--- src/core/clkdly_pkg.sv ---
// Purpose: shared constants and types for the clock delay ramp and alarms
// Assumes: one sampling clock, byte-wide register port
// Notes: offsets are byte addresses on the plain register port
`default_nettype none
package clkdly_pkg;

  // ----------------------------------------
  // Register port widths and offsets
  // ----------------------------------------
  localparam int ADDR_W = 12;
  localparam int DATA_W = 8;
  localparam logic [11:0] OFS_COARSE = 12'h2B6;
  localparam logic [11:0] OFS_RAMP_CTRL = 12'h2B8;
  localparam logic [11:0] OFS_SUMMARY = 12'h2C0;
  localparam logic [11:0] OFS_FLAGS = 12'h2C1;
  localparam logic [11:0] OFS_MASK = 12'h2C2;
  localparam logic [11:0] OFS_PIN_SEL = 12'h2C8;

  // ----------------------------------------
  // Field positions
  // ----------------------------------------
  localparam int BIT_STEP_EN = 0;
  localparam int BIT_STEP_RATE = 1;
  localparam int BIT_REALIGN = 2;
  localparam int BIT_DIVMIS = 0;
  localparam int BIT_SUMMARY = 0;
  localparam int BIT_PIN_SEL = 0;

  // ----------------------------------------
  // Reset values
  // ----------------------------------------
  localparam logic [7:0] RST_RAMP_CTRL = 8'h00;
  localparam logic [7:0] RST_FLAGS = 8'h05;
  localparam logic [7:0] RST_MASK = 8'h05;
  localparam logic [7:0] RST_COARSE = 8'h00;
  localparam logic [7:0] RST_PIN_SEL = 8'h00;

  // ----------------------------------------
  // Timing, in sampling-clock cycles; ramp step sizes in codes
  // ----------------------------------------
  localparam int RAMP_PERIOD_CYC = 256;
  localparam int NORAMP_LIMIT_CYC = 1024;
  localparam logic [7:0] STEP_SLOW = 8'h01;
  localparam logic [7:0] STEP_FAST = 8'h04;

  // ----------------------------------------
  // Types
  // ----------------------------------------
  typedef struct packed {
    logic wr;
    logic rd;
    logic [ADDR_W-1:0] addr;
    logic [DATA_W-1:0] wdata;
  } reg_req_t;

  typedef enum logic {ST_IDLE, ST_RAMP} ramp_state_t;

  typedef struct packed {
    logic flag;
  } flag_st_t;

endpackage
`default_nettype wire

--- src/core/sticky_flag.sv ---
// Purpose: one sticky alert flag, set by an event, cleared by write-one
// Assumes: event and clear come from logic on mclk
// Notes: reset and soft reset both leave the flag set
`default_nettype none
module sticky_flag
  import clkdly_pkg::*;
#(
  parameter logic RST_VAL = 1'b1
) (
  input wire logic mclk, // Sampling clock
  input wire logic rst, // Async reset, high
  input wire logic soft_reset, // Soft reset pulse
  input wire logic set_evt, // Event that raises the flag
  input wire logic clr, // Write-one-to-clear strobe
  output logic flag // Sticky flag level
);
  flag_st_t st;
  flag_st_t nx;

  // ----------------------------------------
  // Next state
  // ----------------------------------------
  // Set beats clear so no event is lost
  always_comb begin
    nx = st;
    if (clr) begin
      nx.flag = 1'b0;
    end
    if (set_evt || soft_reset) begin
      nx.flag = 1'b1;
    end
  end

  // Register
  always_ff @(posedge mclk or posedge rst) begin
    if (rst) begin
      st.flag <= RST_VAL;
    end else begin
      st <= nx;
    end
  end

  assign flag = st.flag;
endmodule
`default_nettype wire

--- src/core/clock_delay_ramp_and_alarms.sv ---
// Purpose: coarse clock delay apply/ramp control and alert flag logic
// Assumes: all inputs are on mclk; register read data one cycle later
// Notes: delay value registers beyond the coarse byte live elsewhere
`default_nettype none
module clock_delay_ramp_and_alarms
  import clkdly_pkg::*;
#(
  parameter int DIV_W = 4,
  parameter int PRE_W = 8
) (
  input wire logic mclk, // Sampling clock
  input wire logic rst, // Async reset, high
  input wire logic soft_reset, // Soft reset pulse
  input wire clkdly_pkg::reg_req_t req, // Register request
  output logic [clkdly_pkg::DATA_W-1:0] rd_data, // Read data
  input wire logic sysref_realign, // Realign event pulse
  input wire logic [DIV_W-1:0] div_phase_a, // Channel A divider
  input wire logic [DIV_W-1:0] div_phase_b, // Channel B divider
  input wire logic cal_done, // Calibration status
  output logic cal_status_pin, // Status pin drive
  output logic [7:0] applied_delay, // Coarse delay in use
  output logic ramp_busy // Ramp in progress
);
  import clkdly_pkg::*;

  // ----------------------------------------
  // State
  // ----------------------------------------
  typedef struct packed {
    ramp_state_t fsm;
    logic step_en;
    logic step_rate;
    logic pin_sel;
    logic mask_realign;
    logic mask_divmis;
    logic [7:0] target;
    logic [7:0] applied;
    logic [PRE_W-1:0] prescale;
    logic [7:0] rd_data;
    logic pin;
    logic busy;
  } core_st_t;

  localparam logic [PRE_W-1:0] PRE_LAST =
    PRE_W'(RAMP_PERIOD_CYC - 1);

  core_st_t st;
  core_st_t nx;
  logic flag_realign;
  logic flag_divmis;
  logic clr_realign;
  logic clr_divmis;
  logic summary;
  logic [7:0] step_val;

  // ----------------------------------------
  // Alert flags
  // ----------------------------------------
  // Write-one strobes for each flag
  assign clr_realign = req.wr && (req.addr == OFS_FLAGS)
    && req.wdata[BIT_REALIGN];
  assign clr_divmis = req.wr && (req.addr == OFS_FLAGS)
    && req.wdata[BIT_DIVMIS];

  sticky_flag #(
    .RST_VAL(RST_FLAGS[BIT_REALIGN])
  ) u_realign (
    .mclk(mclk),
    .rst(rst),
    .soft_reset(soft_reset),
    .set_evt(sysref_realign),
    .clr(clr_realign),
    .flag(flag_realign)
  );

  // Mismatch is a level: it re-sets each cycle it lasts
  sticky_flag #(
    .RST_VAL(RST_FLAGS[BIT_DIVMIS])
  ) u_divmis (
    .mclk(mclk),
    .rst(rst),
    .soft_reset(soft_reset),
    .set_evt(div_phase_a != div_phase_b),
    .clr(clr_divmis),
    .flag(flag_divmis)
  );

  // Summary of unmasked flags
  assign summary = (flag_realign && !st.mask_realign)
    || (flag_divmis && !st.mask_divmis);

  // ----------------------------------------
  // Ramp step
  // ----------------------------------------
  // Clamp the step so the last one never passes the target
  function automatic logic [7:0] step_toward(
    input logic [7:0] cur,
    input logic [7:0] tgt,
    input logic fast
  );
    logic [7:0] sz;
    logic [7:0] gap;
    sz = fast ? STEP_FAST : STEP_SLOW;
    if (tgt > cur) begin
      gap = tgt - cur;
      step_toward = cur + ((gap < sz) ? gap : sz);
    end else begin
      gap = cur - tgt;
      step_toward = cur - ((gap < sz) ? gap : sz);
    end
  endfunction

  assign step_val = step_toward(st.applied, st.target, st.step_rate);

  // ----------------------------------------
  // Next state
  // ----------------------------------------
  always_comb begin
    nx = st;
    nx.rd_data = '0;
    // Ramp off: applied follows target on the next edge
    if (st.fsm == ST_IDLE && !st.step_en) begin
      nx.applied = st.target;
    end
    // Ramp on: one step at the end of each period
    if (st.fsm == ST_RAMP) begin
      nx.prescale = st.prescale + 1'b1;
      if (st.prescale == PRE_LAST) begin
        nx.applied = step_val;
        if (step_val == st.target) begin
          nx.fsm = ST_IDLE;
        end
      end
      if (!st.step_en) begin
        nx.fsm = ST_IDLE;
      end
    end
    // Register writes; summary offset has no write effect
    if (req.wr) begin
      case (req.addr)
        OFS_COARSE: begin
          nx.target = req.wdata;
          if (st.step_en) begin
            nx.fsm = ST_RAMP;
            nx.prescale = '0;
          end
        end
        OFS_RAMP_CTRL: begin
          nx.step_en = req.wdata[BIT_STEP_EN];
          nx.step_rate = req.wdata[BIT_STEP_RATE];
        end
        OFS_MASK: begin
          nx.mask_realign = req.wdata[BIT_REALIGN];
          nx.mask_divmis = req.wdata[BIT_DIVMIS];
        end
        OFS_PIN_SEL: begin
          nx.pin_sel = req.wdata[BIT_PIN_SEL];
        end
        default: begin
          nx.pin_sel = nx.pin_sel;
        end
      endcase
    end
    // Register reads; unmapped reads return zero
    if (req.rd) begin
      case (req.addr)
        OFS_COARSE: begin
          nx.rd_data = st.target;
        end
        OFS_RAMP_CTRL: begin
          nx.rd_data[BIT_STEP_EN] = st.step_en;
          nx.rd_data[BIT_STEP_RATE] = st.step_rate;
        end
        OFS_SUMMARY: begin
          nx.rd_data[BIT_SUMMARY] = summary;
        end
        OFS_FLAGS: begin
          nx.rd_data[BIT_REALIGN] = flag_realign;
          nx.rd_data[BIT_DIVMIS] = flag_divmis;
        end
        OFS_MASK: begin
          nx.rd_data[BIT_REALIGN] = st.mask_realign;
          nx.rd_data[BIT_DIVMIS] = st.mask_divmis;
        end
        OFS_PIN_SEL: begin
          nx.rd_data[BIT_PIN_SEL] = st.pin_sel;
        end
        default: begin
          nx.rd_data = '0;
        end
      endcase
    end
    // Status pin: alarm summary or calibration status
    nx.pin = st.pin_sel ? summary : cal_done;
    nx.busy = (nx.fsm == ST_RAMP);
  end

  // ----------------------------------------
  // Register
  // ----------------------------------------
  always_ff @(posedge mclk or posedge rst) begin
    if (rst) begin
      st.fsm <= ST_IDLE;
      st.step_en <= RST_RAMP_CTRL[BIT_STEP_EN];
      st.step_rate <= RST_RAMP_CTRL[BIT_STEP_RATE];
      st.pin_sel <= RST_PIN_SEL[BIT_PIN_SEL];
      st.mask_realign <= RST_MASK[BIT_REALIGN];
      st.mask_divmis <= RST_MASK[BIT_DIVMIS];
      st.target <= RST_COARSE;
      st.applied <= RST_COARSE;
      st.prescale <= '0;
      st.rd_data <= '0;
      st.pin <= 1'b0;
      st.busy <= 1'b0;
    end else begin
      st <= nx;
    end
  end

  assign rd_data = st.rd_data;
  assign cal_status_pin = st.pin;
  assign applied_delay = st.applied;
  assign ramp_busy = st.busy;
endmodule
`default_nettype wire

--- config.mk ---
export PLATFORM = sky130hd
export DESIGN_NAME = clock_delay_ramp_and_alarms
export DESIGN_NICKNAME = d
export VERILOG_FILES = /design/src/core/clkdly_pkg.sv /design/src/core/sticky_flag.sv /design/src/core/clock_delay_ramp_and_alarms.sv
export SDC_FILE = /design/constraint.sdc
export NUM_CORES = 1
export LEC_CHECK = 0
export ABC_AREA = 0
export BUFFER_PORTS_ARGS = -buffer_cell sky130_fd_sc_hd__clkbuf_2
export CAP_MARGIN = 40
export CORE_ASPECT_RATIO = 0.9
export CORE_UTILIZATION = 55
export DETAILED_ROUTE_END_ITERATION = 10
export GPL_TIMING_DRIVEN = 0
export PLACE_DENSITY = 0.78
export SYNTH_ARGS = -nofsm -noshare
export SYNTH_HDL_FRONTEND = slang
export SYNTH_SLANG_ARGS = --single-unit
--- constraint.sdc ---
create_clock -name mclk -period 5.9 [get_ports mclk]
set_input_delay 0.59 -clock mclk [delete_from_list [all_inputs] [get_ports mclk]]
set_output_delay 0.59 -clock mclk [all_outputs]
set_load 0.02 [all_outputs]
# After elaboration in Yosys (flattened, before gate mapping)
# Cells that the tools add are included.
# word_totals
out_inout_bits,18
register_bits,41
in_bits,35
# op_classes
mux,31
magnitude_cmp,3
n_bitwise,1
n_addsub,5
eq_ne,9
n_reduce_logical,18
# ops
operator,n
two-way mux 8 bit,10
"equality test 12 x 10 -> 1 bit, second input constant",6
subtractor 8 bit,3
less-than comparator 8 x 3 -> 1 bit,2
two-way mux 16 bit,1
two-way mux 14 bit,1
two-way mux 1 bit,12
"adder 8 x 1 -> 8 bit, second input constant",1
adder 8 bit,1
equality test 8 bit,1
"equality test 8 bit, second input constant",1
greater-than comparator 8 bit,1
AND reduction 2 bit,4
logical AND 1 bit,6
one-hot mux 1 bit (6 select lines),1
two-way mux 5 bit,1
two-way mux 2 bit,2
inequality test 4 bit,1
nonzero test 2 bit,2
zero test 1 bit,3
logical OR 1 bit,3
two-way mux 3 bit,1
one-hot mux 1 bit (3 select lines),1
one-hot mux 1 bit (2 select lines),1
inverter 1 bit,1

# Depth between registers and ports, before layout
# depth
word_depth,13
depth_mapped,23

# By module
# A second synthesis with hierarchy kept.
# hier_totals
cells_unflattened,413
hier_area_um2,3547.2
# modules_own_cells
module,cells_per_inst,instances,area_each_um2,seq_area_each_um2
clock_delay_ramp_and_alarms,403,1,3462.1,978.4
sticky_flag,5,2,42.5,26.3

# Worst setup path after synthesis
# No wires, ideal clock.
# synth_path
path_kind,register to register
from,register st[26] (netlist name)
to,"register st, in the netlist ramp_busy"
setup_ns,0.131
stages_incl_launch_ff,21
required_time_ns,5.769
path_buffers,0
period_less_slack_ns,4.577
setup_slack_ns,1.323
arrival_ns,4.446
path_cell_list,dfrtp_1 > inv_1 > ha_1 > inv_1 > fa_1 > xor2_1 > ha_1 > o21ai_1 > o2111ai_2 > nor2_1 > nand2_1 > o21ai_0 > ha_1 > a22o_1 > fa_1 > xor2_1 > nand4_1 > a2111oi_0 > nand4_1 > nor4_1 > a21oi_1
# synth_lines
item,line,source
from (decl),clock_delay_ramp_and_alarms.sv:47,core_st_t st;
from (signal assigned),clock_delay_ramp_and_alarms.sv:216,st <= nx;

==> metrics.cfg <==
[final_layout]
fillCellCount=478
seq_area_sq_um=1030
stdcell_area_sq_um=3890
multi_input_area_sq_um=2090
antenna-diode-count=0
syn_to_final_growth_pct=14.5
drive_above_1_share_pct=23.8
fin_nets=509

[synth]
ys_async_sr_fraction_pct=100
synthFlopType=dfrtp_1
syn-cell-area_sq_um=3400
netlist.area_leader.share_pct=27.2
synthMuxAreaShare_pct=5.55
synthDistinctLibCells=62
syn_avg_cell_area_sq_um=8.86
synth_adder_area_share_pct=11.3
synth_top_family_by_area=simple AND/OR/NAND/NOR gates
synth_area_leaders=dfrtp_1 (27%), ha_1 (9.6%), xnor2_1 (6.2%), o21ai_0 (4.0%), buf_4 (3.5%)
synth-xor-area-share_pct=8.75
synth-edff-count=0
yosys.area.top_type=dfrtp_1
synth-seq-cells=41
synth-compound-area-share_pct=16.6
synthSimpleGateAreaFrac_pct=19.2
ys_seq_area_share_pct=30.3
synthCells=384
syn_nets=448
synth-warning-count=0

[worst_setup_path]
ff2ff_path_depth=20
reg2reg_to=ramp_busy
crit_fanout=5
arrival_ns=5.51
worstReg2RegStart=st[26]
end_kind=flip-flop
crit_type=reg2reg
required_ns=6.08
crit_path_start_kind=flip-flop
reg2reg_slack_ns=0.56

[clocking]
clk_pin_slew_worst_paths_ns=0.08
cts_sinks=41
clock-root-buffer=clkbuf_8
cts_tree=done
cts_buffers=5
post_cts_resized=0
clk_latency_ns=0.30
htree_levels=2
cts_max_path_buffers=2
cts_setup_buffers=0
hold_buffers=0

[sta]
tightest_slew_ns=1.00
setup_viol=0
max_freq_mhz=187
fin_skew_ns=0.00582
drv_slew=0
timing.final.crit_share_pct=90.5
max_slew_margin_pct=32.5
fin_crit_ns=5.34
rsz0062_at_grt=false
hold_viol=0
fin_setup_tns_ns=0

[grt]
antenna_found_initial=0
track_usage_pct=25.7
first_global_vias=2880
grt_overflow=0
grt_pass1_wl_um=13300
grt_max_degree=37

[drt]
vias=3015
avgViaCountPerCell=5.84
drc=3
avgRoutedWirePerCell_um=15.1
postRouteWirelength_um=7800
dr.pass1.iters=8
ant_nets=0
dr.first_iter.drc_count=225

[floorplanning]
rows=26
die_w_um=84.9
core_area_sq_um=5820
start_util_pct=58.4
ioPinCount=53
die_h_um=76.6
die_area_sq_um=6500

[outcome]
status=finished, violations left
violations=DRC

[power_and_ir_drop]
peakVddDrop_mv=0.110
powerDensity_nw_per_um2=179
power.leakage_nw=1.88

[placed_design]
routabilityCongestion=0.886
placed_area_sq_um=3770
port-buffer-count=52
dp_hpwl_um=6300

[job]
cap_violations=0

[worst_hold_path]
hp-class=in2async

[stage by stage]
step / power (mW) / hold WS [ns] / utilization, % / instances / worst slack, ns
2_1_floorplan: 0.418 / 0.503 / - / 384 / 1.32
3_3_place_gp: 0.457 / 0.527 / 64.4 / 506 / 0.818
3_5_place_dp: 0.463 / 0.473 / 64.8 / 508 / 0.759
4_1_cts: 0.703 / 0.148 / 66.9 / 516 / 0.659
5_1_grt: 0.733 / 0.154 / 66.9 / 516 / 0.120
6_report: 0.699 / 0.147 / 66.9 / 516 / 0.562
[routing by layer]
metal / track usage [%] / share of wire (%) / up-vias
li1: - / - / 1462
met1: 34.8 / 46 / 1434
met2: 42.7 / 47 / 108
met3: 4.98 / 5.4 / 11
met4: 5.42 / 1.1 / 0
met5: 0 / 0 / -
[power breakdown]
group / switching [mW] / total [mW] / internal [mW] / leakage (nW)
Sequential: 0.00182 / 0.284 / 0.282 / 0.442
Combinational: 0.0978 / 0.176 / 0.0782 / 1.38
Clock: 0.101 / 0.238 / 0.138 / 0.0574
Total: 0.200 / 0.699 / 0.498 / 1.88
[sequential cells by signal, summed over array words and instances, names as in the netlist]
| register | flops |
|---|---|
| st | 21 |
| applied_delay | 8 |
| cal_status_pin | 1 |
| u_realign.flag | 1 |
| u_divmis.flag | 1 |
| rd_data | 8 |
| ramp_busy | 1 |
[cells in the mapped netlist, types with 6 or more instances]
master	count
a21oi_1	14
buf_4	16
clkbuf_1	6
dfrtp_1	37
ha_1	26
inv_1	26
mux2_2	6
mux2i_1	11
nand2_1	31
nand3_1	9
nand4_1	6
nor2_1	30
nor2b_1	9
nor3_1	12
o21ai_0	27
xnor2_1	24
xor2_1	10
[cell usage in the layout (no fill, tap or decap), drive strengths merged, types with 3 or more instances in the layout]
cell type  Yosys  layout
clkbuf         6      64
and3           5       5
a21oi         14      14
nand2         31      31
a21o           4       4
ha            26      26
nor4           4       4
nand4          7       7
a31oi          4       4
nand3          9       9
or3            3       3
nor3          12      12
a211oi         5       5
nor2          32      32
inv           27      27
o41ai          3       3
fa             3       3
mux2           7       7
xor2          10      10
buf           21      23
dfstp          4       4
o21ai         29      29
nand2b         5       5
o22ai          4       4
mux2i         11      11
xnor2         24      24
nor2b          9       9
dfrtp         37      37
[layout make-up]
cell class                 instances  share of cell area [%]
multi-input combinational        289                    53.7
sequential                        41                    26.5
clock inverter                     2                   0.964
buffer                            27                    4.59
clock buffer                       6                    2.12
tap                               70                    2.25
inverter                          27                    2.60
timing repair buffer              54                    7.32
[kinds of logic (layout without fill, tap and decap cells)]
kind of cell | Yosys count | after routing
flip-flops | 41 | 41
XOR/XNOR | 34 | 34
AND/OR/NAND/NOR | 126 | 126
adder cells (fa/ha/maj) | 29 | 29
AO/OA/AOI/OAI | 82 | 82
buffers and inverters | 54 | 116
multiplexers | 18 | 18
[how the worst max path moves through the flow]
stage | startpoint | endpoint | slack [ns] | cells past startpoint
final | st[26] | ramp_busy | 0.56 | 20
after global routing | st[26] | ramp_busy | 0.12 | 20
after CTS | st[26] | ramp_busy | 0.66 | 20
after detailed placement | st[26] | ramp_busy | 0.76 | 20
after global placement | st[26] | ramp_busy | 0.82 | 19
after floorplan | st[26] | ramp_busy | 1.32 | 20
[critical path, cell delays in order (launching register included)]
cell       delay (ns)
dfrtp_1          0.45
inv_1            0.12
ha_1             0.17
inv_1            0.05
fa_1             0.42
xor2_1           0.48
ha_1             0.33
o21ai_1          0.10
o2111ai_2        0.18
nor2_1           0.33
nand2_1          0.08
o21ai_0          0.08
ha_1             0.25
a22o_1           0.25
fa_1             0.44
xnor2_1          0.30
xnor2_1          0.16
a2111oi_0        0.46
nand4_1          0.16
nor4_1           0.30
a21oi_1          0.10
Note: power is estimated with default switching activity, not from simulation.
